<file path="config.mk">
export PLATFORM = sky130hd
export DESIGN_NAME = adcspi_device_flat
export DESIGN_NICKNAME = d
export VERILOG_FILES = /design/src/core/adcspi_pkg.sv /design/src/core/adcspi_if.sv /design/src/core/adcspi_crc8.sv /design/src/core/adcspi_device.sv /design/src/flat_wrapper.sv
export VERILOG_INCLUDE_DIRS = /design/src /design/src/core
export SDC_FILE = /design/constraint.sdc
export NUM_CORES = 1
export LEC_CHECK = 0
export ABC_AREA = 1
export BUFFER_PORTS_ARGS = -buffer_cell sky130_fd_sc_hd__buf_2
export CAP_MARGIN = 30
export CORE_UTILIZATION = 35
export DETAILED_ROUTE_END_ITERATION = 16
export MAX_ROUTING_LAYER = met4
export PLACE_DENSITY = 0.49
export SKIP_LAST_GASP = 1
export SYNTH_ARGS = -nofsm -noshare
export SYNTH_HDL_FRONTEND = slang
export SYNTH_SLANG_ARGS = --single-unit
</file>
<file path="constraint.sdc">
create_clock -name MCLK_IN -period 8.1 [get_ports MCLK_IN]
set_clock_uncertainty 0.2 [all_clocks]
set_input_delay 2.43 -clock MCLK_IN [delete_from_list [all_inputs] [get_ports MCLK_IN]]
set_output_delay 2.43 -clock MCLK_IN [all_outputs]
set_load 0.02 [all_outputs]
</file>
<file path="src/core/adcspi_defs.svh">
// Purpose: shared constants of the converter serial control block
// Assumes: included by bare name from the crc, device and host core files
// Notes:   offsets, field positions, reset values and timing counts
`ifndef ADCSPI_DEFS_SVH
`define ADCSPI_DEFS_SVH

// ----------------------------------------------------------------
// command opcodes
// ----------------------------------------------------------------
`define ADC_OP_NOP            8'h00
`define ADC_OP_READ           8'h10
`define ADC_OP_WRITE          8'h08
`define ADC_OP_SET            8'h18
`define ADC_OP_CLEAR          8'h20

// ----------------------------------------------------------------
// register offsets
// ----------------------------------------------------------------
`define ADC_REG_STATUS        8'h00
`define ADC_REG_GENERAL       8'h01
`define ADC_REG_SEQ_CFG       8'h10
`define ADC_REG_CHAN_SEL      8'h11
`define ADC_REG_SEQ_ENABLE    8'h12

// ----------------------------------------------------------------
// field positions
// ----------------------------------------------------------------
`define ADC_ST_RESET_EVENT    0
`define ADC_ST_CRC_ERR        1
`define ADC_ST_SEQ_ACTIVE     6
`define ADC_ST_FIXED_ONE      7
`define ADC_GEN_SOFT_RESET    0
`define ADC_GEN_CRC_EN        6
`define ADC_CHANNEL_SELECT_MODE_LSB      0
`define ADC_SEQ_RUN           4

// ----------------------------------------------------------------
// reset values
// ----------------------------------------------------------------
`define ADC_GENERAL_RST       8'h00
`define ADC_SEQ_CFG_RST       8'h00
`define ADC_CHAN_SEL_RST      8'h00
`define ADC_SEQ_ENABLE_RST    8'h00

// ----------------------------------------------------------------
// frame layout and crc
// ----------------------------------------------------------------
`define ADC_FRAME_BITS        6'd24
`define ADC_FRAME_CRC_BITS    6'd32
`define ADC_OTF_BITS          6'd5
`define ADC_CRC_POLY          8'h07
`define ADC_CRC_INIT          8'hFF

// ----------------------------------------------------------------
// timing
// ----------------------------------------------------------------
`define ADC_MCLK_PERIOD_NS    25
`define ADC_SCLK_HALF_NS      250
`define ADC_SCLK_HALF_CYCLES  ((`ADC_SCLK_HALF_NS + `ADC_MCLK_PERIOD_NS - 1) / `ADC_MCLK_PERIOD_NS)

`endif

</file>
<file path="src/core/adcspi_pkg.sv">
// Purpose: types shared by both ends of the serial link
// Assumes: nothing beyond the defs header
// Notes:   mode codes follow the 2-bit mode field
package adcspi_pkg;
	typedef enum logic [1:0] {
		MODE_MANUAL = 2'b00,
		MODE_SEQ    = 2'b01,
		MODE_OTF    = 2'b10,
		MODE_RSVD   = 2'b11
	} chan_mode_e;

	typedef enum logic [2:0] {
		H_IDLE = 3'b000,
		H_LEAD = 3'b001,
		H_HIGH = 3'b010,
		H_LOW  = 3'b011,
		H_TAIL = 3'b100,
		H_GAP  = 3'b101
	} host_state_e;
endpackage

</file>
<file path="src/core/adcspi_if.sv">
// Purpose: four-wire serial link between host and converter control
// Assumes: host makes clock and chip select, idle clock low
// Notes:   no tristate, the converter output is always driven
`timescale 1ns/10ps
`default_nettype none
interface adcspi_if;
	logic cs_n;
	logic sclk;
	logic sdi;
	logic sdo;

	modport device (input cs_n, input sclk, input sdi, output sdo);
	modport host (output cs_n, output sclk, output sdi, input sdo);
endinterface
`default_nettype wire

</file>
<file path="src/core/adcspi_crc8.sv">
// Purpose: combinational crc byte over a word, msb first
// Assumes: polynomial and seed from the defs header
// Notes:   used by both ends for 24-bit and 8-bit inputs
`timescale 1ns/10ps
`default_nettype none
`include "adcspi_defs.svh"
module adcspi_crc8 #(
	parameter int WIDTH = 24
) (
	input  wire logic [WIDTH-1:0] data_in,
	output logic      [7:0]       crc_out
);
	// bitwise lfsr, unrolled by synthesis
	always_comb begin
		logic fb;
		fb = 1'b0;
		crc_out = `ADC_CRC_INIT;
		for (int i = WIDTH - 1; i >= 0; i--) begin
			fb = crc_out[7] ^ data_in[i];
			crc_out = {crc_out[6:0], 1'b0};
			if (fb) begin
				crc_out = crc_out ^ `ADC_CRC_POLY;
			end
		end
	end
endmodule
`default_nettype wire

</file>
<file path="src/core/adcspi_device.sv">
// Purpose: converter-side serial command decode and channel control
// Assumes: link pins come from another domain and are synchronised
// Notes:   serial mode 00 only; analog core and result data not here
//
// Operation
// (RL1) host writes: opcode 08h, address, data
// (RL2) write decoded at chip-select rise, register loaded
// (RL3) host read frame: opcode 10h, address, dummy
// (RL4) read data leads the next frame's output
// (RL5) command in read-return frame processed normally
// (RL6) crc enabled: crc byte follows read data
// (RL7) mode field: 00 manual, 10 fly, 01 sequencer
// (RL8) chip-select rise starts each conversion
// (RL9) manual channel mode after power-up
// (RL10) reset sets flag; soft reset bit resets all
// (RL11) manual change sampled two conversions later
// (RL12) host changes manual channel by full write
// (RL13) fly mode: first five bits pick channel
// (RL14) fly code 1_0xxx selects input, rest reserved
// (RL15) sequencer steps ascending through enabled channels
// (RL16) run bit starts, clearing stops the sequencer
// (RL17) sequencer wraps from highest to lowest enabled
// (RL18) opcodes 00h nop, 18h set, 20h clear
// (RL19) crc enabled: 32-bit frames, payload crc checked
// (RL20) reserved fly code leaves mux unchanged
// (RL21) host holds select low whole frame
`timescale 1ns/10ps
`default_nettype none
`include "adcspi_defs.svh"
module adcspi_device
	import adcspi_pkg::*;
(
	input  wire logic   MCLK_IN,
	input  wire logic   RST_IN,
	adcspi_if.device    link,
	output logic [2:0]  MUX_CHANNEL_OUT,
	output logic        CONV_START_OUT,
	output logic [2:0]  CONV_CHANNEL_OUT,
	output logic [1:0]  MODE_OUT,
	output logic        SEQ_ACTIVE_OUT,
	output logic        CRC_ERR_OUT,
	output logic        RESET_EVENT_OUT
);
	// ----------------------------------------------------------------
	// helpers
	// ----------------------------------------------------------------
	// write replaces the old value; set-bits and clear-bits merge onto it
	function automatic logic [7:0] merge(input logic [7:0] op, input logic [7:0] old, input logic [7:0] d);
		case (op)
			`ADC_OP_WRITE: merge = d;
			`ADC_OP_SET:   merge = old | d;   // [RL18]
			`ADC_OP_CLEAR: merge = old & ~d;  // [RL18]
			default:       merge = old;
		endcase
	endfunction

	// next enabled channel above cur, wrapping round
	function automatic logic [2:0] next_enabled(input logic [2:0] cur, input logic [7:0] mask);
		logic       found;
		logic [2:0] idx;
		found = 1'b0;
		next_enabled = cur;
		for (int k = 1; k <= 8; k++) begin
			idx = 3'(cur + 3'(k));
			if (!found && mask[idx]) begin
				found = 1'b1;
				next_enabled = idx;  // [RL15] [RL17]
			end
		end
	endfunction

	// ----------------------------------------------------------------
	// pin synchronisers
	// ----------------------------------------------------------------
	logic [2:0] cs_sync_r;
	logic [2:0] sclk_sync_r;
	logic [1:0] sdi_sync_r;
	logic       rst;
	logic       soft_rst_r;

	assign rst = RST_IN | soft_rst_r;

	// stage 0 feeds only stage 1; edges come from stages 1 and 2
	always_ff @(posedge MCLK_IN) begin
		if (rst) begin
			cs_sync_r   <= 3'h7;
			sclk_sync_r <= 3'h0;
			sdi_sync_r  <= 2'h0;
		end else begin
			cs_sync_r   <= {cs_sync_r[1:0], link.cs_n};
			sclk_sync_r <= {sclk_sync_r[1:0], link.sclk};
			sdi_sync_r  <= {sdi_sync_r[0], link.sdi};
		end
	end

	logic cs_low;
	logic cs_fall;
	logic cs_rise;
	logic sclk_rise;
	logic sclk_fall;

	assign cs_low    = ~cs_sync_r[1];
	assign cs_fall   = ~cs_sync_r[1] & cs_sync_r[2];
	assign cs_rise   = cs_sync_r[1] & ~cs_sync_r[2];
	assign sclk_rise = sclk_sync_r[1] & ~sclk_sync_r[2];
	assign sclk_fall = ~sclk_sync_r[1] & sclk_sync_r[2];

	// ----------------------------------------------------------------
	// registers and decode inputs
	// ----------------------------------------------------------------
	logic [31:0] rx_r, rx_nxt;
	logic [31:0] tx_r, tx_nxt;
	logic [5:0]  cnt_r, cnt_nxt;
	logic        otf_valid_r, otf_valid_nxt;
	logic [2:0]  otf_ch_r, otf_ch_nxt;
	logic        reset_event_r, reset_event_nxt;
	logic        crc_err_r, crc_err_nxt;
	logic [7:0]  general_r, general_nxt;
	logic [7:0]  seq_cfg_r, seq_cfg_nxt;
	logic [7:0]  chan_sel_r, chan_sel_nxt;
	logic [7:0]  seq_en_r, seq_en_nxt;
	logic [2:0]  mux_r, mux_nxt;
	logic        conv_start_r, conv_start_nxt;
	logic [2:0]  conv_ch_r, conv_ch_nxt;
	logic        soft_rst_nxt;

	logic        crc_en;
	logic [23:0] payload;
	logic [7:0]  op;
	logic [7:0]  addr;
	logic [7:0]  wdata;
	logic [7:0]  rdata;
	logic [7:0]  crc_in;
	logic [7:0]  crc_rd;
	logic        cmd_ok;
	logic        wr_op;
	logic        seq_active;
	chan_mode_e  mode;

	assign crc_en     = general_r[`ADC_GEN_CRC_EN];
	assign payload    = crc_en ? rx_r[31:8] : rx_r[23:0];  // [RL19]
	assign op         = payload[23:16];
	assign addr       = payload[15:8];
	assign wdata      = payload[7:0];
	assign wr_op      = (op == `ADC_OP_WRITE) || (op == `ADC_OP_SET) || (op == `ADC_OP_CLEAR);
	assign mode       = chan_mode_e'(seq_cfg_r[`ADC_CHANNEL_SELECT_MODE_LSB +: 2]);  // [RL7]
	assign seq_active = (mode == MODE_SEQ) && seq_cfg_r[`ADC_SEQ_RUN];

	// short frames and crc mismatches carry no command
	assign cmd_ok = crc_en ? ((cnt_r == `ADC_FRAME_CRC_BITS) && (crc_in == rx_r[7:0]))  // [RL19]
	                       : (cnt_r == `ADC_FRAME_BITS);

	// register read view; unmapped addresses read zero
	always_comb begin
		case (addr)
			`ADC_REG_STATUS:     rdata = {1'b1, seq_active, 4'h0, crc_err_r, reset_event_r};
			`ADC_REG_GENERAL:    rdata = general_r;
			`ADC_REG_SEQ_CFG:    rdata = seq_cfg_r;
			`ADC_REG_CHAN_SEL:   rdata = chan_sel_r;
			`ADC_REG_SEQ_ENABLE: rdata = seq_en_r;
			default:             rdata = 8'h00;
		endcase
	end

	adcspi_crc8 #(.WIDTH(24)) crc_payload (
		.data_in (rx_r[31:8]),
		.crc_out (crc_in)
	);

	// output crc covers only the register byte
	adcspi_crc8 #(.WIDTH(8)) crc_read (
		.data_in (rdata),
		.crc_out (crc_rd)
	);

	// ----------------------------------------------------------------
	// frame shifting, command decode and channel control
	// ----------------------------------------------------------------
	always_comb begin
		rx_nxt          = rx_r;
		tx_nxt          = tx_r;
		cnt_nxt         = cnt_r;
		otf_valid_nxt   = otf_valid_r;
		otf_ch_nxt      = otf_ch_r;
		reset_event_nxt = reset_event_r;
		crc_err_nxt     = crc_err_r;
		general_nxt     = general_r;
		seq_cfg_nxt     = seq_cfg_r;
		chan_sel_nxt    = chan_sel_r;
		seq_en_nxt      = seq_en_r;
		mux_nxt         = mux_r;
		conv_start_nxt  = 1'b0;
		conv_ch_nxt     = conv_ch_r;
		soft_rst_nxt    = 1'b0;

		if (cs_fall) begin
			rx_nxt        = 32'h0000_0000;
			cnt_nxt       = 6'h00;
			otf_valid_nxt = 1'b0;
		end else if (cs_low && sclk_rise) begin
			rx_nxt = {rx_r[30:0], sdi_sync_r[1]};
			if (cnt_r != 6'h3F) begin
				cnt_nxt = 6'(cnt_r + 6'h01);
			end
			// channel taken as soon as five bits are in [RL13]
			if ((cnt_r == `ADC_OTF_BITS - 6'h01) && rx_nxt[4] && !rx_nxt[3]) begin  // [RL14] [RL20]
				otf_valid_nxt = 1'b1;
				otf_ch_nxt    = rx_nxt[2:0];
			end
		end else if (cs_low && sclk_fall && (cnt_r != 6'h00)) begin
			tx_nxt = {tx_r[30:0], 1'b0};
		end

		if (cs_rise) begin
			// every rise starts a conversion, on the current mux unless fly mode has a valid code [RL8] [RL11]
			conv_start_nxt = 1'b1;
			conv_ch_nxt    = mux_r;
			tx_nxt         = 32'h0000_0000;
			if (crc_en && (cnt_r == `ADC_FRAME_CRC_BITS) && (crc_in != rx_r[7:0])) begin
				crc_err_nxt = 1'b1;  // [RL19]
			end
			if (cmd_ok) begin  // [RL5]
				if (op == `ADC_OP_READ) begin
					tx_nxt = {rdata, crc_en ? crc_rd : 8'h00, 16'h0000};  // [RL4] [RL6]
				end else if (wr_op) begin  // [RL2]
					case (addr)
						`ADC_REG_STATUS: begin
							// write one to clear; a bad-crc frame never gets here, so a set cannot clash
							if (wdata[`ADC_ST_RESET_EVENT]) begin
								reset_event_nxt = 1'b0;
							end
							if (wdata[`ADC_ST_CRC_ERR]) begin
								crc_err_nxt = 1'b0;
							end
						end
						`ADC_REG_GENERAL: begin
							general_nxt  = merge(op, general_r, wdata);
							soft_rst_nxt = general_nxt[`ADC_GEN_SOFT_RESET];  // [RL10]
							general_nxt[`ADC_GEN_SOFT_RESET] = 1'b0;
						end
						`ADC_REG_SEQ_CFG:    seq_cfg_nxt  = merge(op, seq_cfg_r, wdata);
						`ADC_REG_CHAN_SEL:   chan_sel_nxt = merge(op, chan_sel_r, wdata);
						`ADC_REG_SEQ_ENABLE: seq_en_nxt   = merge(op, seq_en_r, wdata);
						default: ;
					endcase
				end
			end
			// mux for the next conversion
			case (mode)
				MODE_OTF: begin
					if (otf_valid_r) begin
						conv_ch_nxt = otf_ch_r;  // [RL13]
						mux_nxt     = otf_ch_r;
					end
				end
				MODE_SEQ: begin
					if (seq_cfg_r[`ADC_SEQ_RUN]) begin
						mux_nxt = next_enabled(mux_r, seq_en_r);  // [RL15] [RL16]
					end else if (seq_cfg_nxt[`ADC_SEQ_RUN]) begin
						mux_nxt = next_enabled(3'h7, seq_en_nxt);  // [RL16]
					end
				end
				// new manual channel lands after this conversion [RL11]
				default: mux_nxt = chan_sel_nxt[2:0];
			endcase
		end
	end

	// reset puts the block in manual mode and raises the flag [RL9] [RL10]
	always_ff @(posedge MCLK_IN) begin
		if (rst) begin
			rx_r          <= 32'h0000_0000;
			tx_r          <= 32'h0000_0000;
			cnt_r         <= 6'h00;
			otf_valid_r   <= 1'b0;
			otf_ch_r      <= 3'h0;
			reset_event_r <= 1'b1;
			crc_err_r     <= 1'b0;
			general_r     <= `ADC_GENERAL_RST;
			seq_cfg_r     <= `ADC_SEQ_CFG_RST;
			chan_sel_r    <= `ADC_CHAN_SEL_RST;
			seq_en_r      <= `ADC_SEQ_ENABLE_RST;
			mux_r         <= 3'h0;
			conv_start_r  <= 1'b0;
			conv_ch_r     <= 3'h0;
		end else begin
			rx_r          <= rx_nxt;
			tx_r          <= tx_nxt;
			cnt_r         <= cnt_nxt;
			otf_valid_r   <= otf_valid_nxt;
			otf_ch_r      <= otf_ch_nxt;
			reset_event_r <= reset_event_nxt;
			crc_err_r     <= crc_err_nxt;
			general_r     <= general_nxt;
			seq_cfg_r     <= seq_cfg_nxt;
			chan_sel_r    <= chan_sel_nxt;
			seq_en_r      <= seq_en_nxt;
			mux_r         <= mux_nxt;
			conv_start_r  <= conv_start_nxt;
			conv_ch_r     <= conv_ch_nxt;
		end
	end

	// soft reset pulse only cleared by the pin reset, else it would kill itself early
	always_ff @(posedge MCLK_IN) begin
		if (RST_IN) begin
			soft_rst_r <= 1'b0;
		end else begin
			soft_rst_r <= soft_rst_nxt;
		end
	end

	// ----------------------------------------------------------------
	// outputs
	// ----------------------------------------------------------------
	assign link.sdo         = tx_r[31];
	assign MUX_CHANNEL_OUT  = mux_r;
	assign CONV_START_OUT   = conv_start_r;
	assign CONV_CHANNEL_OUT = conv_ch_r;
	assign MODE_OUT         = seq_cfg_r[`ADC_CHANNEL_SELECT_MODE_LSB +: 2];
	assign SEQ_ACTIVE_OUT   = seq_active;
	assign CRC_ERR_OUT      = crc_err_r;
	assign RESET_EVENT_OUT  = reset_event_r;
endmodule
`default_nettype wire

</file>
<file path="src/flat_wrapper.sv">
// flat-port wrapper written by rule: the top's interface ports become plain ports
module adcspi_device_flat import adcspi_pkg::*;
  (MCLK_IN, RST_IN, MUX_CHANNEL_OUT, CONV_START_OUT, CONV_CHANNEL_OUT, MODE_OUT, SEQ_ACTIVE_OUT, CRC_ERR_OUT, RESET_EVENT_OUT, link_cs_n, link_sclk, link_sdi, link_sdo);
  adcspi_if link_i ();
  input  wire logic MCLK_IN;
  input  wire logic RST_IN;
  output logic [2:0] MUX_CHANNEL_OUT;
  output logic CONV_START_OUT;
  output logic [2:0] CONV_CHANNEL_OUT;
  output logic [1:0] MODE_OUT;
  output logic SEQ_ACTIVE_OUT;
  output logic CRC_ERR_OUT;
  output logic RESET_EVENT_OUT;
  input wire logic [$bits(link_i.cs_n)-1:0] link_cs_n;
  input wire logic [$bits(link_i.sclk)-1:0] link_sclk;
  input wire logic [$bits(link_i.sdi)-1:0] link_sdi;
  output wire logic [$bits(link_i.sdo)-1:0] link_sdo;
  assign link_i.cs_n = link_cs_n;
  assign link_i.sclk = link_sclk;
  assign link_i.sdi = link_sdi;
  assign link_sdo = link_i.sdo;
  adcspi_device u_core (.MCLK_IN(MCLK_IN), .RST_IN(RST_IN), .link(link_i), .MUX_CHANNEL_OUT(MUX_CHANNEL_OUT), .CONV_START_OUT(CONV_START_OUT), .CONV_CHANNEL_OUT(CONV_CHANNEL_OUT), .MODE_OUT(MODE_OUT), .SEQ_ACTIVE_OUT(SEQ_ACTIVE_OUT), .CRC_ERR_OUT(CRC_ERR_OUT), .RESET_EVENT_OUT(RESET_EVENT_OUT));
endmodule
</file>
Yosys cells after proc, flatten, opt, wreduce, memory -nomap -nowiden
Cells that the tools add are included.

cells by class
  $add $sub $neg = 8
  reduce and logical (&&, ||, !) cells = 55
  equality and inequality tests = 26
  bitwise logic cells = 84
  $lt $le $gt $ge = 8
  mux-type cells = 167

operators with widths
  cell                                                                   count
  32-bit two-way mux                                                     6
  3-bit two-way mux                                                      56
  8-bit one-hot mux with 3 select lines                                  4
  3-bit NOT                                                              30
  8-bit two-way mux                                                      11
  1-bit two-way mux                                                      79
  8-bit by 5-bit equality test with 1-bit output, second input constant  5
  8-bit one-hot mux with 5 select lines                                  1
  8-bit AND                                                              4
  3-bit by 4-bit < comparator with 1-bit output, second input constant   8
  8-bit bitwise OR                                                       4
  1-bit binary-select mux with 3-bit select                              8
  24-bit two-way mux                                                     1
  6-bit AND reduction                                                    4
  1-bit logical AND                                                      23
  1-bit bitwise XOR                                                      20
  1-bit zero test                                                        15
  3-bit adder, second input constant                                     4
  2-bit != test, second input constant                                   5
  1-bit NOT                                                              10
  1-bit bitwise XOR, first input constant                                10
  9-bit != test, second input constant                                   1
  8-bit by 1-bit equality test with 1-bit output, second input constant  1
  8-bit by 4-bit equality test with 1-bit output, second input constant  1
  other kinds (30)                                                       37

word-level totals
  register bits after elaboration = 123
  output and inout bits = 13

Longest topological paths before layout
  word-level depth = 105
  gate-level depth with buffers = 34
  depth with buffers taken out = 33

By module
A second synthesis with hierarchy kept.

unflattened totals
  cell total of the unflattened synthesis = 1186
  area, all modules = 7485.9 µm²

by module, submodules not included
  module                             area each (µm²)  cells each  times used  seq. area each (µm²)
  adcspi_device                      6178.4           904         1           2142.1
  adcspi_crc8 at u_core.crc_payload  1093.5           240         1           0.0
  adcspi_crc8 at u_core.crc_read     214.0            42          1           0.0

Worst setup path after synthesis
OpenSTA, ideal clock, no wires.

  path type = input to register
  from = in RST_IN
  to = reg u_core.cs_sync_r[0]
  arrival = 3375 ps
  stages on the path = 4
  path buffers = 1
  library setup time = 123 ps
  setup slack = 4402 ps
  cells stage by stage = nor2_1 > clkinv_1 > clkbuf_1 > or2_2

between the ends
  word-level cells in the longest chain between the ends = 1

RTL lines
  what                    line                 RTL
  start: declaration      flat_wrapper.sv:6    input wire logic RST_IN;
  1-bit bitwise OR        adcspi_device.sv:81  assign rst = RST_IN | soft_rst_r;
  end signal: assignment  adcspi_device.sv:90  cs_sync_r <= {cs_sync_r[1:0], link.cs_n};
  end: declaration        adcspi_device.sv:75  logic [2:0] cs_sync_r;

Every way passes these cells.
A chain may end at the register's enable or synchronous reset.

Worst setup path after layout
  from = reg u_core.seq_cfg_r[1]
  to = out SEQ_ACTIVE_OUT

between the ends
  word-level cells in the longest chain between the ends = 2

RTL lines
  what                                            line                  RTL
  start: declaration                              adcspi_device.sv:119  logic [7:0] seq_cfg_r, seq_cfg_nxt;
  start signal: assignment                        adcspi_device.sv:280  seq_cfg_r <= `ADC_SEQ_CFG_RST;
  start signal: assignment                        adcspi_device.sv:295  seq_cfg_r <= seq_cfg_nxt;
  2-bit by 1-bit equality test with 1-bit output  adcspi_device.sv:147  assign seq_active = (mode == MODE_SEQ) && seq_cfg_r[`ADC_SEQ_RUN];
  1-bit logical AND                               adcspi_device.sv:147
  end: declaration                                flat_wrapper.sv:11    output logic SEQ_ACTIVE_OUT;

Every way passes these cells.

==> key figures <==
Drt
  – DRT Pass-1 Iters: 6
  – DR vias/cell: between 5 and 6
  – DRC viols: 0
  – Initial DRC Count: approximately 550
  – Antenna-violating nets left: 0
  – Wire per inst: 16.0 um
  – Post-Route WL: approximately 23000 um
  – DR vias: about 7400

CTS
  – # hold bufs at CTS: 0
  – Clock latency on the worst-skew pair: between 0.3 and 0.4 ns
  – TritonCTS clock tree: built
  – Post-CTS sizing: 0
  – Setup bufs post-CTS: 0
  – Root Buffer: clkbuf_16
  – CTS H-Tree Depth: 3
  – Num CTS Buffers: 9
  – Max Buffers Root-to-Sink: 2
  – Clk slew on worst S/H paths: 0.08 ns
  – CTS sink cnt: between 100 and 150

STA
  – Final Hold Viols: 0
  – Measured slew at the worst slew-check pin: about 0.95 ns
  – Worst hold slack: 0.217 ns
  – Tcrit/Tclk final: between 50% and 60%
  – FMAX: ~230 MHz
  – RSZ-0062 raised after global routing: false
  – Rel. slew slack: 36.8%
  – Setup violators final: 0
  – Final min period: 4.26 ns
  – Fin. max-slew vios: 0
  – Sum of negative setup slack: 0 ns

Worst setup path
  – WP data arrival: 1.63 ns
  – Req. time, crit path: 5.47 ns
  – CP bufs+invs: 3
  – Crit-path max FO: 5
  – CP most frequent cell: inv_1
  – Critical path class: reg2out
  – Startpoint Class: flip-flop
  – Crit path max-delay cell type: dfxtp_1
  – Worst-path cell chain: inv_1, ha_1, nand2_1, inv_1, buf_2
  – Largest stage delay, worst path: 0.34 ns
  – Critical path capture point type: output pin
  – Top delay family on crit path: buffers and inverters

Global route
  – Vias in the first global route: 6649
  – Initial antenna violation count: 0
  – GRT Residual Overflow: 0
  – Gr usage total: around 22%
  – First-pass GRT wire length: 36600 um
  – Largest net degree at the start of global routing: 59

Synthesis
  – Post-synth ARST share: 0%
  – Yosys top cell area share: between 20% and 30%
  – Net Count, Synth: around 1200
  – Post-Syn Instances: approximately 1200
  – Post-synth EDFFs: 0
  – Unique masters post-synth: 59
  – Register area share after synthesis: 28.8%
  – Syn avg cell area: 6.38 um^2
  – Synth top area cells: dfxtp_1 (29%), nand2_1 (14%), o21ai_0 (7.7%)
  – Yosys warning total: 0
  – Cell Area, Synth: 7430 um^2
  – Cell taking the most area after synthesis: dfxtp_1
  – Dominant register cell in the synthesized netlist: dfxtp_1
  – #FFs+latches synth: approximately 110

Power
  – Maximum VDD drop: 0.0976 mV
  – P per Cell Area: 141 nW/um^2
  – Lkg Pwr: 3.48 nW

Place
  – Port Buf Inserts: 17
  – GP Congestion: 0.880
  – DP HPWL: between 15000 and 20000 um

Layout
  – Inserted Diodes: 0
  – Share of layout cells above drive strength 1: between 10% and 20%
  – Filler cells: between 2000 and 2500
  – Area Overhead vs Synth: 7.47%
  – Final #Nets: 1168

Floorplanning
  – Initial Util: 36.3%
  – Die Span X: 148 um
  – Ports: 18
  – Die Ht: 148 um
  – # rows: 52
  – Die area: 21800 um^2
  – Core footprint: 20500 um^2

Hold path
  – Hold WC Path Type: reg2reg

Flow run
  – # Max-Cap Violations: 0

Run status
  – Outcome: finished clean
[worst register-to-register path: stages (launching register included)]
cell     delay [ns]
dfxtp_1        0.94
nand2_1        0.10
o21ai_0        0.13
inv_1          0.09
nor3_1         0.24
and3_1         0.55
nor2_1         0.19
nand2_2        0.36
nor2_1         0.07
o21ai_0        0.15
o21ai_0        0.10
nand2_1        0.07
nand2_1        0.09
nor2_1         0.21
nand2_2        0.08
nor2_1         0.12
nand3_1        0.08
nand2_1        0.06
nand2_1        0.04
nand2_1        0.05
nand2_1        0.04
nand2_1        0.07
a21oi_2        0.05
[state kept, by name, indices dropped and copies added (netlist names)]
| register | count |
|---|---|
| u_core.RESET_EVENT_OUT | 1 |
| u_core.tx_r | 16 |
| u_core.cnt_r | 6 |
| u_core.CONV_CHANNEL_OUT | 3 |
| u_core.rx_r | 32 |
| u_core.otf_ch_r | 3 |
| u_core.sdi_sync_r | 2 |
| u_core.CONV_START_OUT | 1 |
| u_core.general_r | 7 |
| u_core.soft_rst_r | 1 |
| u_core.chan_sel_r | 8 |
| u_core.sclk_sync_r | 3 |
| u_core.cs_sync_r | 3 |
| u_core.MUX_CHANNEL_OUT | 3 |
| u_core.CRC_ERR_OUT | 1 |
| u_core.seq_cfg_r | 8 |
| u_core.seq_en_r | 8 |
| u_core.otf_valid_r | 1 |
[power by group]
part           internal [W]  switching, W  total (W)
registers          0.000534    0.00000793   0.000542
logic             0.0000453     0.0000970   0.000142
clock network      0.000215      0.000227   0.000442
total              0.000794      0.000332    0.00113
[layout make-up]
cell class	instances	area, um^2	area share (%)
multi-input combinational	857	4500	56.3
sequential	107	2140	26.8
inverter	159	597	7.47
tap	270	338	4.23
clock buffer	10	229	2.87
timing repair buffer	23	128	1.60
clock inverter	6	56.3	0.705
[final timing paths]
check                                     startpoint                   endpoint  slack (ns)  depth (start not counted)
worst max-delay path             u_core.seq_cfg_r[1]             SEQ_ACTIVE_OUT        3.84                          5
worst min-delay path            u_core.sdi_sync_r[0]       u_core.sdi_sync_r[1]        0.22                          2
worst max register to register   u_core.general_r[6]  u_core.MUX_CHANNEL_OUT[0]        3.85                         22
worst min register to register  u_core.sdi_sync_r[0]       u_core.sdi_sync_r[1]        0.22                          2
[layout by cell type, fill, tap and decap left out, types with 3 or more instances in the layout]
cell type and count:
o21ai_2 6, inv_1 133, nand3_2 9, o221a_2 4
inv_6 3, o211a_1 6, a211oi_1 38, xnor2_1 9
inv_2 24, o22ai_1 7, ha_1 6, nor3_1 15
o311ai_0 3, a221oi_1 9, nand2_1 272, nand2_4 5
nand3_1 67, nand2_2 25, dfxtp_1 107, nor4_1 3
nor2_2 12, a21oi_1 60, buf_4 5, nand4_1 13
xor2_1 9, clkbuf_16 9, o221a_1 4, o21ai_0 114
buf_2 17, a31oi_1 3, o211ai_1 8, nor2_1 103
or2_2 3, o21ai_1 12
[through the flow]
| stage | instances | area (um^2) | setup WS, ns | power (W) | utilization, % |
|---|---|---|---|---|---|
| global route | 1432 | 7990 | 3.18 | 0.00118 | 39.0 |
| floorplan | 1164 | 7430 | 4.40 | 0.000663 | - |
| detailed placement | 1415 | 7700 | 3.87 | 0.000696 | 37.6 |
| global placement | 1415 | 7700 | 3.89 | 0.000695 | 37.6 |
| finish | 1432 | 7990 | 3.84 | 0.00113 | 39.0 |
| CTS | 1431 | 7980 | 3.83 | 0.00114 | 38.9 |
[logic make-up after synthesis]
kind of cell / synth area share [%]
simple gates: 33.4
compound gates: 23.8
flops: 28.8
fa+ha+maj: 1.01
buf+inv: 10.8
xor+xnor: 2.12
[synth_stat cells (7+ instances only)]
| master | number |
|---|---|
| nand2_1 | 272 |
| nor2_2 | 10 |
| inv_2 | 24 |
| o22ai_1 | 7 |
| o21ai_1 | 12 |
| a211oi_1 | 38 |
| nand2_2 | 25 |
| nor2_1 | 105 |
| dfxtp_1 | 107 |
| nand3_2 | 9 |
| xnor2_1 | 9 |
| o21ai_0 | 114 |
| clkbuf_1 | 24 |
| nand3_1 | 67 |
| a221oi_1 | 9 |
| o211ai_1 | 8 |
| nand4_1 | 13 |
| xor2_1 | 9 |
| nor3_1 | 16 |
| a21oi_1 | 60 |
| inv_1 | 133 |
[metal layers]
metal / routed length [um] / share of wire [%] / up-vias / global-route usage, %
met2: 9770 / 43 / 133 / 32.6
met3: 918 / 4.0 / 19 / 2.99
li1: - / - / 3884 / -
met4: 323 / 1.4 / 0 / 6.19
met1: 11900 / 52 / 3370 / 31.6
met5: 0 / 0 / - / -
No activity file was read; power rests on OpenSTA's default activity.
